--- src/design/mvc_pkg.sv ---
/*
  Shared constants, carrier types and helper functions for the master
  vector controller. Assumes one 40 MHz core clock and a core that
  fetches handlers from the addresses this controller computes.

  // Function
  // Resets own the highest fixed priority level.
  // Non-maskable interrupt is second, above hard fault.
  // Disabled or unserviceable faults escalate to hard fault.
  // Core exceptions are prioritized alongside peripheral requests.
  // Interrupt bit n uses vector n+16, entry 0x40+4n.
  // Core exceptions use vectors 1-15, some reserved.
  // Programmable priorities come out of reset as zero.
  // Stack pointer entry sits at table offset zero.
  // Four sources raise the non-maskable interrupt.
  // Access and uncorrectable memory errors raise bus fault.
  // Single-bit errors and PLL unlock are maskable interrupts.
  // Both watchdogs share interrupt bit 18, vector 34.
  // Enabled DMA channels forward the peripheral handshake.
  // Disabled DMA channel routes handshake to interrupt.
  // Watchdog, CAN, I2C, conversion interrupts bypass DMA.
  // NMI watchdog only requests a reset.
  // Table base is zero after system reset.
  // Privileged writes relocate base within allowed range.
  // Software writes only 512-byte aligned offsets.
  // Each conversion interrupt ANDs both converters' sources.
  // Equal priority ties go to lowest vector.
*/
package mvc_pkg;

  localparam int NUM_VEC    = 108;
  localparam int NUM_IRQ    = 92;
  localparam int NUM_DMA_CH = 16;
  localparam int NUM_FAULT  = 3;

  typedef logic [6:0] mvc_vec_t;
  typedef logic [4:0] mvc_key_t;
  typedef logic [2:0] mvc_prio_t;

  localparam mvc_vec_t VEC_NONE     = 7'h00;
  localparam mvc_vec_t VEC_RESET    = 7'h01;
  localparam mvc_vec_t VEC_NMI      = 7'h02;
  localparam mvc_vec_t VEC_HARD     = 7'h03;
  localparam mvc_vec_t VEC_MEM      = 7'h04;
  localparam mvc_vec_t VEC_BUS      = 7'h05;
  localparam mvc_vec_t VEC_USAGE    = 7'h06;
  localparam mvc_vec_t VEC_SVC      = 7'h0b;
  localparam mvc_vec_t VEC_DEBUG    = 7'h0c;
  localparam mvc_vec_t VEC_PENDSV   = 7'h0e;
  localparam mvc_vec_t VEC_SYSTICK  = 7'h0f;
  localparam mvc_vec_t IRQ_VEC_BASE = 7'h10;
  localparam mvc_vec_t VEC_LAST     = 7'h6b;

  localparam int IRQ_I2C0      = 8;
  localparam int IRQ_WDOG      = 18;
  localparam int IRQ_I2C1      = 37;
  localparam int IRQ_DMA_SW    = 46;
  localparam int IRQ_CAN       = 64;
  localparam int IRQ_ADC       = 72;
  localparam int IRQ_IPC       = 80;
  localparam int IRQ_RAM_SEC   = 88;
  localparam int IRQ_PLL       = 89;
  localparam int IRQ_FLASH_SEC = 90;

  localparam int DMA_IRQ_MAP [NUM_DMA_CH] =
    '{0, 1, 2, 3, 4, 5, 6, 7, 19, 20, 21, 22, 23, 24, 30, 31};

  localparam logic [31:0] VTOR_RESET      = 32'h0000_0000;
  localparam logic [31:0] VTOR_MIN        = 32'h0000_0200;
  localparam logic [31:0] VTOR_MAX        = 32'h3fff_fe00;
  localparam logic [31:0] SP_ENTRY_OFFSET = 32'h0000_0000;
  localparam logic [31:0] ENTRY_BYTES     = 32'h0000_0004;
  localparam int          VTOR_ALIGN_BITS = 9;

  localparam mvc_key_t  KEY_RESET     = 5'h00;
  localparam mvc_key_t  KEY_NMI       = 5'h01;
  localparam mvc_key_t  KEY_HARD      = 5'h02;
  localparam mvc_key_t  KEY_PROG_BASE = 5'h03;
  localparam mvc_key_t  KEY_IDLE      = 5'h1f;
  localparam mvc_prio_t PRIO_RESET    = 3'h0;

  typedef struct packed {
    mvc_vec_t    vector;
    logic [31:0] handler_addr;
    logic [31:0] sp_addr;
    logic        asynchronous;
  } mvc_exc_t;

  typedef struct packed {
    logic      en;
    mvc_vec_t  vector;
    mvc_prio_t level;
  } mvc_prio_wr_t;

  typedef struct packed {
    logic        en;
    logic        privileged;
    logic [31:0] data;
  } mvc_vtor_wr_t;

  function automatic logic mvc_is_prog(input mvc_vec_t vec);
    return (vec inside {VEC_MEM, VEC_BUS, VEC_USAGE, VEC_SVC, VEC_DEBUG,
                        VEC_PENDSV, VEC_SYSTICK}) ||
           (vec >= IRQ_VEC_BASE && vec <= VEC_LAST);
  endfunction

  function automatic mvc_key_t mvc_key(input mvc_vec_t vec,
                                       input mvc_prio_t prio);
    case (vec)
      VEC_RESET: return KEY_RESET;
      VEC_NMI:   return KEY_NMI;
      VEC_HARD:  return KEY_HARD;
      default:   return KEY_PROG_BASE + {2'h0, prio};
    endcase
  endfunction

  function automatic logic [31:0] mvc_entry_addr(input logic [31:0] base,
                                                 input mvc_vec_t vec);
    return base + {23'h0, vec, 2'b00};
  endfunction

endpackage

--- src/design/mvc_arbiter.sv ---
/*
  Combinational priority picker over every vector of the controller.
  Assumes pending bits and priorities come from flops on the same clock.
*/
`timescale 1ns/1ps
`default_nettype none
module mvc_arbiter
  import mvc_pkg::*;
(
  input  wire logic [mvc_pkg::NUM_VEC-1:0]       pending,
  input  wire logic [mvc_pkg::NUM_VEC-1:0][2:0]  prio,
  output var  logic                              found,
  output var  mvc_pkg::mvc_vec_t                 win_vec,
  output var  mvc_pkg::mvc_key_t                 win_key
);
  import mvc_pkg::*;

  // Strict less-than keeps the earlier, lower vector on equal keys.
  always_comb begin
    found   = 1'b0;
    win_vec = VEC_NONE;
    win_key = KEY_IDLE;
    for (int v = 1; v < NUM_VEC; v++) begin
      if (pending[v] && mvc_key(7'(v), prio[v]) < win_key) begin
        found   = 1'b1;
        win_vec = 7'(v);
        win_key = mvc_key(7'(v), prio[v]);
      end
    end
  end
endmodule
`default_nettype wire

--- src/design/mvc_controller.sv ---
/*
  Master vector controller: gathers peripheral, DMA, analog, memory-error
  and core exception requests, ranks them by fixed and programmable levels
  and presents one vector with its table entry address to the core.
  Assumes all requests except the external NMI pin are on core_clk, and
  that the core answers a presented vector with core_ack and signals the
  end of a handler with core_return.
*/
`timescale 1ns/1ps
`default_nettype none
module mvc_controller
  import mvc_pkg::*;
(
  input  wire logic                          core_clk,
  input  wire logic                          rst,
  input  wire logic                          power_on_reset_request,
  input  wire logic                          system_reset_request,
  input  wire logic                          clock_fail,
  input  wire logic                          ctrl_pie_error,
  input  wire logic                          ctrl_nmi_wd_timeout,
  input  wire logic                          ext_nmi_pin,
  input  wire logic                          nmi_wd_expired,
  input  wire logic                          mem_manage_fault,
  input  wire logic                          usage_fault,
  input  wire logic                          bus_access_error,
  input  wire logic                          bus_access_imprecise,
  input  wire logic                          ram_uncorr_error,
  input  wire logic                          flash_uncorr_error,
  input  wire logic [mvc_pkg::NUM_FAULT-1:0] fault_enable,
  input  wire logic                          svc_request,
  input  wire logic                          debug_mon_request,
  input  wire logic                          pendsv_request,
  input  wire logic                          systick_request,
  input  wire logic [mvc_pkg::NUM_IRQ-1:0]   periph_irq,
  input  wire logic [mvc_pkg::NUM_IRQ-1:0]   irq_enable,
  input  wire logic [mvc_pkg::NUM_DMA_CH-1:0] dma_req,
  input  wire logic [mvc_pkg::NUM_DMA_CH-1:0] dma_chan_enable,
  input  wire logic                          dma_done_irq,
  input  wire logic [1:0]                    wdog_irq,
  input  wire logic [3:0]                    can_irq,
  input  wire logic [1:0]                    i2c_irq,
  input  wire logic [7:0]                    adc1_eoc,
  input  wire logic [7:0]                    adc2_eoc,
  input  wire logic [3:0]                    control_to_master_ipc_irq,
  input  wire logic                          ram_single_error,
  input  wire logic                          pll_unlock,
  input  wire logic                          flash_single_error,
  input  wire mvc_pkg::mvc_prio_wr_t         prio_wr,
  input  wire mvc_pkg::mvc_vtor_wr_t         vtor_wr,
  input  wire logic                          core_ack,
  input  wire logic                          core_return,
  output var  logic                          exc_valid,
  output var  mvc_pkg::mvc_exc_t             exc,
  output var  mvc_pkg::mvc_vec_t             active_vector,
  output var  logic [31:0]                   vector_table_offset,
  output var  logic                          vtor_wr_rejected,
  output var  logic                          nonmaskable_interrupt_line,
  output var  logic                          hard_fault_exception,
  output var  logic [7:0]                    conversion_done_irqs,
  output var  logic [mvc_pkg::NUM_DMA_CH-1:0] dma_engine_req,
  output var  logic                          nmi_wd_reset_request
);
  import mvc_pkg::*;

  logic                         nmi_pin_sync;
  logic                         reset_req_q;
  logic [15:1]                  exc_pend;
  logic [15:1]                  next_exc_pend;
  logic [NUM_VEC-1:0][2:0]      prio_q;
  logic [NUM_VEC-1:0]           pend;
  logic [NUM_IRQ-1:0]           irq_lines;
  mvc_key_t                     act_key;
  logic                         bus_imprecise_q;
  logic                         win_found;
  mvc_vec_t                     win_vec;
  mvc_key_t                     win_key;
  logic                         after_rst;

  mvc_sync #(
    .WIDTH    (1)
  ) u_nmi_sync (
    .core_clk (core_clk),
    .rst      (rst),
    .async_in (ext_nmi_pin),
    .sync_out (nmi_pin_sync)
  );

  wire logic reset_req_now  = power_on_reset_request | system_reset_request;
  wire logic reset_req_rise = reset_req_now & ~reset_req_q;
  wire logic nmi_now = clock_fail | ctrl_pie_error | nmi_pin_sync |
                       ctrl_nmi_wd_timeout;
  wire logic nmi_rise = nmi_now & ~nonmaskable_interrupt_line;
  wire logic take     = exc_valid & core_ack;
  wire logic [7:0] adc_and = adc1_eoc & adc2_eoc;

  // Fault sources in vector order: memory management, bus, usage.
  wire logic [NUM_FAULT-1:0] fault_raise = {
    usage_fault,
    bus_access_error | ram_uncorr_error | flash_uncorr_error,
    mem_manage_fault
  };

  // A fault that is disabled, already active, or cannot preempt the
  // running handler has no way to be serviced and becomes a hard fault.
  logic [NUM_FAULT-1:0] fault_stuck;
  always_comb begin
    for (int i = 0; i < NUM_FAULT; i++) begin
      fault_stuck[i] = ~fault_enable[i] |
                       (active_vector == VEC_MEM + 7'(i)) |
                       (mvc_key(VEC_MEM + 7'(i), prio_q[4 + i]) >= act_key);
    end
  end
  wire logic [NUM_FAULT-1:0] fault_take = fault_raise & ~fault_stuck;
  wire logic escalate = |(fault_raise & fault_stuck);

  wire logic vtor_ok = vtor_wr.en && vtor_wr.privileged &&
                       vtor_wr.data >= VTOR_MIN &&
                       vtor_wr.data <= VTOR_MAX &&
                       vtor_wr.data[VTOR_ALIGN_BITS-1:0] == '0;

  wire logic prio_ok = prio_wr.en && mvc_is_prog(prio_wr.vector);

  // Interrupt line assembly. DMA-capable peripherals reach the controller
  // only while their channel is off; otherwise the engine owns the request.
  always_comb begin
    irq_lines = periph_irq;
    for (int c = 0; c < NUM_DMA_CH; c++) begin
      dma_engine_req[c] = dma_req[c] & dma_chan_enable[c];
      irq_lines[DMA_IRQ_MAP[c]] = periph_irq[DMA_IRQ_MAP[c]] |
        (dma_req[c] & ~dma_chan_enable[c]);
    end
    irq_lines[IRQ_DMA_SW]    = periph_irq[IRQ_DMA_SW] | dma_done_irq;
    irq_lines[IRQ_WDOG]      = |wdog_irq;
    irq_lines[IRQ_I2C0]      = i2c_irq[0];
    irq_lines[IRQ_I2C1]      = i2c_irq[1];
    irq_lines[IRQ_CAN+:4]    = can_irq;
    irq_lines[IRQ_ADC+:8]    = adc_and;
    irq_lines[IRQ_IPC+:4]    = control_to_master_ipc_irq;
    irq_lines[IRQ_RAM_SEC]   = ram_single_error;
    irq_lines[IRQ_PLL]       = pll_unlock;
    irq_lines[IRQ_FLASH_SEC] = flash_single_error;
  end

  // Reserved vectors 7-10 and 13 never pend; bit n lands on vector n+16.
  always_comb begin
    pend = '0;
    pend[15:1] = exc_pend;
    pend[10:7] = 4'h0;
    pend[13]   = 1'b0;
    pend[NUM_VEC-1:16] = irq_lines & irq_enable;
  end

  // Set wins over the clear that a core acknowledge applies.
  always_comb begin
    next_exc_pend = exc_pend;
    if (take && exc.vector <= VEC_SYSTICK && exc.vector != VEC_NONE) begin
      next_exc_pend[exc.vector[3:0]] = 1'b0;
    end
    if (reset_req_rise) begin
      next_exc_pend[VEC_RESET] = 1'b1;
    end
    if (nmi_rise) begin
      next_exc_pend[VEC_NMI] = 1'b1;
    end
    if (escalate) begin
      next_exc_pend[VEC_HARD] = 1'b1;
    end
    for (int i = 0; i < NUM_FAULT; i++) begin
      if (fault_take[i]) begin
        next_exc_pend[4 + i] = 1'b1;
      end
    end
    if (svc_request) begin
      next_exc_pend[VEC_SVC] = 1'b1;
    end
    if (debug_mon_request) begin
      next_exc_pend[VEC_DEBUG] = 1'b1;
    end
    if (pendsv_request) begin
      next_exc_pend[VEC_PENDSV] = 1'b1;
    end
    if (systick_request) begin
      next_exc_pend[VEC_SYSTICK] = 1'b1;
    end
  end

  mvc_arbiter u_arbiter (
    .pending (pend),
    .prio    (prio_q),
    .found   (win_found),
    .win_vec (win_vec),
    .win_key (win_key)
  );

  wire logic next_valid = win_found && (win_key < act_key) && !take;
  wire logic win_async  = (win_vec == VEC_BUS) ? bus_imprecise_q :
                          !(win_vec inside {VEC_HARD, VEC_MEM, VEC_USAGE,
                                            VEC_SVC, VEC_DEBUG});

  always_ff @(posedge core_clk or posedge rst) begin
    if (rst) begin
      exc_pend        <= '0;
      reset_req_q     <= 1'b0;
      bus_imprecise_q <= 1'b0;
      after_rst       <= 1'b0;
    end else begin
      exc_pend        <= next_exc_pend;
      reset_req_q     <= reset_req_now;
      after_rst       <= 1'b1;
      if (fault_raise[1]) begin
        bus_imprecise_q <= bus_access_imprecise;
      end
    end
  end

  // A reset request returns the table and all priorities to their
  // reset state before the reset vector is presented.
  always_ff @(posedge core_clk or posedge rst) begin
    if (rst) begin
      vector_table_offset <= VTOR_RESET;
      vtor_wr_rejected    <= 1'b0;
    end else if (reset_req_rise) begin
      vector_table_offset <= VTOR_RESET;
      vtor_wr_rejected    <= 1'b0;
    end else begin
      vtor_wr_rejected <= vtor_wr.en & ~vtor_ok;
      if (vtor_ok) begin
        vector_table_offset <= vtor_wr.data;
      end
    end
  end

  always_ff @(posedge core_clk or posedge rst) begin
    if (rst) begin
      prio_q <= '{default: PRIO_RESET};
    end else if (reset_req_rise) begin
      prio_q <= '{default: PRIO_RESET};
    end else if (prio_ok) begin
      prio_q[prio_wr.vector] <= prio_wr.level;
    end
  end

  // Only one level of activity is tracked; a return drops to thread level.
  always_ff @(posedge core_clk or posedge rst) begin
    if (rst) begin
      exc_valid     <= 1'b0;
      exc           <= '0;
      active_vector <= VEC_NONE;
      act_key       <= KEY_IDLE;
    end else begin
      exc_valid <= next_valid;
      if (next_valid) begin
        exc.vector       <= win_vec;
        exc.handler_addr <= mvc_entry_addr(vector_table_offset, win_vec);
        exc.sp_addr      <= vector_table_offset + SP_ENTRY_OFFSET;
        exc.asynchronous <= win_async;
      end
      if (take) begin
        active_vector <= exc.vector;
        act_key       <= mvc_key(exc.vector, prio_q[exc.vector]);
      end else if (core_return) begin
        active_vector <= VEC_NONE;
        act_key       <= KEY_IDLE;
      end
    end
  end

  always_ff @(posedge core_clk or posedge rst) begin
    if (rst) begin
      nonmaskable_interrupt_line <= 1'b0;
      conversion_done_irqs       <= 8'h00;
      nmi_wd_reset_request       <= 1'b0;
    end else begin
      nonmaskable_interrupt_line <= nmi_now;
      conversion_done_irqs       <= adc_and;
      nmi_wd_reset_request       <= nmi_wd_expired;
    end
  end

  assign hard_fault_exception = exc_pend[VEC_HARD];

  a_reset_first: assert property (
    @(posedge core_clk) disable iff (rst)
    pend[VEC_RESET] |-> win_found && win_vec == VEC_RESET)
    else $error("reset request not ranked first");

  a_nmi_second: assert property (
    @(posedge core_clk) disable iff (rst)
    (pend[VEC_NMI] && !pend[VEC_RESET]) |-> win_vec == VEC_NMI)
    else $error("nmi not ranked second");

  a_fault_escalates: assert property (
    @(posedge core_clk) disable iff (rst)
    |(fault_raise & ~fault_enable) |=> hard_fault_exception)
    else $error("disabled fault did not escalate");

  a_core_exc_pends: assert property (
    @(posedge core_clk) disable iff (rst)
    svc_request |=> exc_pend[VEC_SVC])
    else $error("supervisor call not pending");

  a_entry_address: assert property (
    @(posedge core_clk) disable iff (rst)
    (exc_valid && $past(vector_table_offset) == vector_table_offset)
    |-> exc.handler_addr ==
        vector_table_offset + {23'h0, exc.vector, 2'b00})
    else $error("handler address does not match vector");

  a_reserved_quiet: assert property (
    @(posedge core_clk) disable iff (rst)
    exc_valid |-> !(exc.vector inside {7'h07, 7'h08, 7'h09, 7'h0a, 7'h0d}))
    else $error("reserved vector presented");

  a_prio_reset: assert property (
    @(posedge core_clk) disable iff (rst)
    (!after_rst || $past(reset_req_rise)) |-> prio_q == '0)
    else $error("priority not zero after reset");

  a_stack_entry: assert property (
    @(posedge core_clk) disable iff (rst)
    (exc_valid && exc.vector == VEC_RESET)
    |-> exc.sp_addr == vector_table_offset &&
        exc.handler_addr == exc.sp_addr + ENTRY_BYTES)
    else $error("reset fetch addresses wrong");

  a_nmi_sources: assert property (
    @(posedge core_clk) disable iff (rst)
    (clock_fail || ctrl_pie_error || ctrl_nmi_wd_timeout)
    |=> nonmaskable_interrupt_line)
    else $error("nmi source not reflected");

  a_adc_and_route: assert property (
    @(posedge core_clk) disable iff (rst)
    (adc1_eoc[0] && adc2_eoc[0] && irq_enable[IRQ_ADC])
    |-> pend[IRQ_ADC + 16] ##1 conversion_done_irqs[0])
    else $error("conversion interrupt not routed");

  a_wdog_shared: assert property (
    @(posedge core_clk) disable iff (rst)
    (wdog_irq[1] && irq_enable[IRQ_WDOG]) |-> pend[IRQ_WDOG + 16])
    else $error("watchdog interrupt not on shared line");

  a_dma_direct: assert property (
    @(posedge core_clk) disable iff (rst)
    (dma_req[0] && !dma_chan_enable[0] && irq_enable[DMA_IRQ_MAP[0]])
    |-> pend[DMA_IRQ_MAP[0] + 16] && !dma_engine_req[0])
    else $error("disabled channel not routed to interrupt");

  a_vtor_range: assert property (
    @(posedge core_clk) disable iff (rst)
    vector_table_offset == VTOR_RESET ||
    (vector_table_offset >= VTOR_MIN && vector_table_offset <= VTOR_MAX &&
     vector_table_offset[8:0] == 9'h000))
    else $error("table base out of range");

  a_nmi_wd_reset: assert property (
    @(posedge core_clk) disable iff (rst)
    nmi_wd_expired |=> nmi_wd_reset_request)
    else $error("nmi watchdog reset request missing");

  c_reset_vector: cover property (
    @(posedge core_clk) disable iff (rst)
    exc_valid && exc.vector == VEC_RESET && core_ack);

  c_nmi_taken: cover property (
    @(posedge core_clk) disable iff (rst)
    take && exc.vector == VEC_NMI);

  c_escalation: cover property (
    @(posedge core_clk) disable iff (rst)
    escalate ##[1:4] (take && exc.vector == VEC_HARD));

  c_relocated: cover property (
    @(posedge core_clk) disable iff (rst)
    vtor_ok ##[1:8] (exc_valid && exc.vector >= IRQ_VEC_BASE));
endmodule
`default_nettype wire

--- src/design/mvc_sync.sv ---
/*
  Two-stage synchroniser for levels arriving from pins.
  Assumes the input is a slow level; pulses that span no rising clock edge are lost.
*/
`timescale 1ns/1ps
`default_nettype none
module mvc_sync #(
  parameter int WIDTH = 1
) (
  input  wire logic             core_clk,
  input  wire logic             rst,
  input  wire logic [WIDTH-1:0] async_in,
  output var  logic [WIDTH-1:0] sync_out
);
  logic [WIDTH-1:0] meta;

  always_ff @(posedge core_clk or posedge rst) begin
    if (rst) begin
      meta     <= '0;
      sync_out <= '0;
    end else begin
      meta     <= async_in;
      sync_out <= meta;
    end
  end
endmodule
`default_nettype wire

--- config.mk ---
export PLATFORM = sky130hd
export DESIGN_NAME = mvc_controller
export DESIGN_NICKNAME = d
export VERILOG_FILES = /design/src/design/mvc_pkg.sv /design/src/design/mvc_arbiter.sv /design/src/design/mvc_controller.sv /design/src/design/mvc_sync.sv
export SDC_FILE = /design/constraint.sdc
export NUM_CORES = 2
export LEC_CHECK = 0
export CORE_MARGIN = 10
export CORE_UTILIZATION = 56
export CTS_CLUSTER_SIZE = 40
export DETAILED_ROUTE_END_ITERATION = 8
export DONT_BUFFER_PORTS = 1
export GPL_TIMING_DRIVEN = 0
export PLACE_DENSITY_LB_ADDON = 0.12
export RECOVER_POWER = 50
export SKIP_LAST_GASP = 1
export SLEW_MARGIN = 20
export SYNTH_ARGS = -nofsm -noshare
export SYNTH_HDL_FRONTEND = slang
export SYNTH_SLANG_ARGS = --single-unit
--- constraint.sdc ---
create_clock -name core_clk -period 177 [get_ports core_clk]
set_clock_uncertainty 0.2 [all_clocks]
set_input_delay 8.85 -clock core_clk [delete_from_list [all_inputs] [get_ports core_clk]]
set_output_delay 8.85 -clock core_clk [all_outputs]
set_load 0.01 [all_outputs]
## Word-level counts from Yosys, hierarchy flattened

Cells that the tools add are included.
Widths: inputs -> output; s select.

- Flip-flop bits (word level): 471
- Input bits: 317
- Output and inout port bits: 140
- Logic and storage cells: 934

- $add $sub $neg: 101
- Magnitude comparators: 115
- Eq/ne operators: 19
- Multiplexer cells: 335
- Bitwise gates (word level): 94
- Reductions and logical operators: 135

Operators with widths:

| cell | count |
|---|---|
| $mux 7 | 103 |
| $mux 324 | 2 |
| $mux 5 | 104 |
| $lt 5x5->1 | 98 |
| $add 2x3->4 const A | 100 |
| $bwmux 324 | 1 |
| $mux 1 | 116 |
| $logic_and 1x1->1 | 113 |
| $and 92x92->92 | 1 |
| $mux 32 | 2 |
| $eq 7x3->1 const B | 9 |
| $eq 7x4->1 const B | 6 |
| $and 1x1->1 | 36 |
| $add 32x9->32 | 1 |
| $ge 32x10->1 const B | 1 |
| $le 32x30->1 const B | 1 |
| $or 1x1->1 | 29 |
| $reduce_bool 2->1 | 13 |
| $not 1->1 | 22 |
| $bmux 3 s7 | 1 |
| $demux 3 s7 | 1 |
| $eq 7x2->1 const B | 3 |
| $lt 7x8->1 const B | 2 |
| $and 15x15->15 | 1 |
| 26 further kinds | 33 |

## Longest topological paths before layout

- Depth after elaboration: 308
- Gate-level depth with buffers: 765
- Depth with buffers taken out: 756

## By module

From an unflattened synthesis, not the netlist that was laid out.

- Cells, all modules: 6717
- Area, all modules: 52626.7 µm²

Modules (own cells, without submodules):

| module | times used | cells an instance | area each (µm²) | sequential area each (µm²) |
|---|---|---|---|---|
| mvc_arbiter | 1 | 4437 | 29579.6 | 0.0 |
| mvc_controller | 1 | 2277 | 22993.3 | 11567.3 |
| mvc_sync | 1 | 3 | 53.8 | 50.0 |

## Worst setup path before layout

OpenSTA, ideal clock, no wires.

- Path kind: flip-flop to flip-flop
- Start point: register prio_q[12] in the netlist's numbering
- End point: register exc[59] in the netlist's numbering
- Library setup time: 127 ps
- Arrival time: 126896 ps
- Required time: 176673 ps
- Path slack: 49777 ps
- Stages on the path, launching flop included: 713
- Path buffers: 9
- Clock period less this slack: 127223 ps
- Cells stage by stage: dfrtp_1 inv_1 ha_1 xnor2_1 and2b_2 nor2_1 inv_1 ha_1 nand3_1 o31ai_1 a21o_1 mux2_2 inv_1 ha_1 nand2_1 o2111ai_1 or3_1 o211ai_4 (+677 left out) a21boi_1 fa_1 inv_1 a21oi_1 o21bai_1 a21oi_1 o21bai_1 a21o_1 nand2_1 nor2_1 nand3_1 nor2_1 and3_1 and3_1 and2_1 nand4_1 xnor2_1 mux2_1

- Word-level cells in the longest chain between the ends: 301
- Elaborated cells between the ends (all ways): 500
- Those cells by class: add/sub: 2; order compare: 100; mux: 297; reduce/logical: 101

Ends and longest elaborated chain:

| what | line | text |
|---|---|---|
| from (decl) | mvc_controller.sv:69 | `logic [NUM_VEC-1:0][2:0] prio_q;` |
| from (signal, indexed assignment) | mvc_controller.sv:239 | `prio_q[prio_wr.vector] <= prio_wr.level;` |
| $add 2x3->4 * | mvc_pkg.sv:113 | `default: return KEY_PROG_BASE + {2'h0, prio};` |
| parallel branches: the longest is 300 deep, another holds $lt 5x5->1 | - |  |
| to (decl) | mvc_controller.sv:53 | `output var mvc_pkg::mvc_exc_t exc,` |

Every way passes the cells marked *.
A chain may end at the register's enable or synchronous reset.

==> impl_metrics.ini <==
[setup_path]
crit_path_frequent_cell = ha_1
path_max_fanout = 10
critPathLaunchType = register
crit_path_required_time_ns = 177.29
cp-end-kind = register
worstPathArrival_ns = 152.56
critical_path.slowest_cell = a222oi_1
timing_worst_setup_path_type = register to register
worst_path_largest_cell_delay_ns = 0.66

[die]
initial_core_util_pct = 56.6
floorplan.core_area_mm2 = 0.0919
ios = 457
die_height_um = 325
fp.dieW_um = 325
core.rowCount = 111
dieArea_mm2 = 0.105

[cells_and_area]
layout.cells.most_common = o21ai_0
multi_input_combinational_cell_area_mm2 = 0.0380
fillerInstances = 8399
regArea_mm2 = 0.0116
share_of_post_route_cells_with_drive_strength_above_1_pct = 15.5
final_cell_mix = o21ai_0, nand2_1, dfrtp_1, a21oi_1, nor2_1
finalNetCount = 6928
areaGrowthSynthToFinish_pct = 6.58

[sta]
finalCriticalPeriod_ns = 152.27
grt_setup_unrepaired = false
worst_slew_margin_rel_pct = -260
timing_max_transition_violations_final = 475
totalNegativeSetupSlack_ns = 0
finalCritPeriodShare_pct = 86.0
hold_viol_final = 0
worst_slew_pin_slew_ns = 5.40
setup_violations = 0
fmax_mhz = 6.57
worst_slack_ns = 24.73

[yosys]
yosys_most_used_dff = dfrtp_1
postSynthCellCount = 6320
synth_enable_flop_cells = 0
postSynth.asyncResetShare_pct = 100
ys.warnings.count = 0
synth_seq_cells = 464
syn_area_mm2 = 0.0520
avgSynthCellArea_um2 = 8.23
synth_nets = 6867
yosysUniqueCellTypes = 201
sequential_fraction_of_the_synthesis_area_pct = 22.3

[routing]
route.vias.total = 52316
antenna_left = 0
drcViolationCount = 0
drt-wirelength-per-cell_um = 23.7
vias_per_cell = 6.82
first_pass_iters = 8
detail_route.iter0.violations = 5416
final_wirelength_um = 182000

[placement]
routabilityCongestion = 0.956
detailedPlace.worstSlack_ns = 27.30
portBuffers = 0
dp_hpwl_um = 144000

[clock_network]
cts_resized = 0
cts.clk_slew.worst_paths_ns = 0.06
cts_hold_repair.buffers = 0
clock-sinks = 464
ctsLongestPathBuffers = 3
post-cts-setup-buffers = 0
cts_root_buffer = clkbuf_16
clk_latency_worst_skew_pair_ns = 0.61
cts.htree.levels = 2
cts_tree = done
tritoncts.num_buffers = 52

[outcome]
run_status = complete, but fails checks
violated_checks = max-capacitance violations, max-slew violations

[global_route]
first_global_vias = 49140
overflow = 0
wire_length_of_the_first_global_routing_pass_um = 282000
grt_start_max_net_pins = 101
grt_usage_pct = 32.6
antenna_violations_before_repair = 13

[job]
max-cap-violations = 6

[worst_hold_path]
worstHoldPathType = register to register
[stage by stage]
stage               instance area (µm²)  std cells  hold WS, ns  utilization [%]
floorplan                         52000       6320        0.131                -
global placement                  53500       7563        0.132             58.2
detailed placement                53800       7569        0.147             58.5
CTS                               55500       7660        0.151             60.4
global route                      55400       7665        0.158             60.3
finish                            55400       7672        0.149             60.3
[worst max-delay path: cells and delay by family (launching register included)]
kind	cells	cell delay [ns]
buffers and inverters	28	3.64
adder cells (fa/ha/maj)	106	30.84
multiplexers	25	8.71
AND/OR/NAND/NOR	239	39.35
AO/OA/AOI/OAI	356	78.44
flip-flops	1	0.48
XOR/XNOR	2	0.42
[metal layers]
metal | share of wire, % | wire length (µm) | track usage, %
met1 | 41 | 75500 | 43.0
met2 | 44 | 80500 | 50.8
met3 | 10 | 19100 | 9.01
met4 | 3.7 | 6830 | 11.3
met5 | 0.092 | 168 | 0.231
[cell families after synthesis]
| group | after synthesis | share of synthesized area (%) |
|---|---|---|
| buffers and inverters | 543 | 4.63 |
| multiplexers | 297 | 8.62 |
| AO/OA/AOI/OAI | 2623 | 35.9 |
| AND/OR/NAND/NOR | 1940 | 19.2 |
| XOR/XNOR | 211 | 3.57 |
| flip-flops | 464 | 22.3 |
| adder cells (fa/ha/maj) | 242 | 5.79 |
[flip-flops by register name, summed over array words and instances, names as in the netlist]
| signal | flops |
|---|---|
| act_key | 5 |
| active_vector | 7 |
| bus_imprecise_q | 1 |
| conversion_done_irqs | 8 |
| exc | 70 |
| exc_pend | 10 |
| exc_valid | 1 |
| nmi_wd_reset_request | 1 |
| nonmaskable_interrupt_line | 1 |
| prio_q | 324 |
| reset_req_q | 1 |
| u_nmi_sync.meta | 1 |
| u_nmi_sync.sync_out | 1 |
| vector_table_offset | 32 |
| vtor_wr_rejected | 1 |
[area by class of cell]
type	instances	share of cell area, %
plain buffers	193	2.03
well taps	1243	2.81
repair buffers	7	0.0745
multi-input cells	5313	68.6
flip-flops and latches	464	21.0
clock inverters	18	0.345
diodes	11	0.0497
clock buffers	73	2.78
inverters	350	2.37
[synthesized netlist by cell type (all sizes together), types with 49 or more instances]
cell type	count	area, µm²
nand3	155	853
nor3	87	470
inv	349	1310
nor2	399	1550
a211oi	75	688
xnor2	117	1030
nand2b	49	314
a21oi	463	2540
dfrtp	459	11500
and2	171	1180
nand2	687	2610
xor2	94	823
ha	229	2870
o21a	143	1100
o21ai	941	4840
and3	66	468
mux2i	77	790
nand4	52	332
mux2	118	1380
a31oi	104	813
mux4	102	2310
o31ai	65	618
clkbuf	144	581
a21o	104	868
o211ai	100	871
[final timing paths]
kind	start	end	slack (ns)	cells past startpoint
max in group asynchronous	rst	prio_q[253]	159.38	3
min	u_nmi_sync.meta	u_nmi_sync.sync_out	0.15	0
max	prio_q[12]	exc[63]	24.73	756
min in group asynchronous	rst	exc[5]	8.62	1
max reg2reg	prio_q[12]	exc[63]	24.73	706
min reg2reg	u_nmi_sync.meta	u_nmi_sync.sync_out	0.15	0
Power is not shown: default switching activity piles up to over one toggle a cycle in this logic, so the estimate is an artifact.
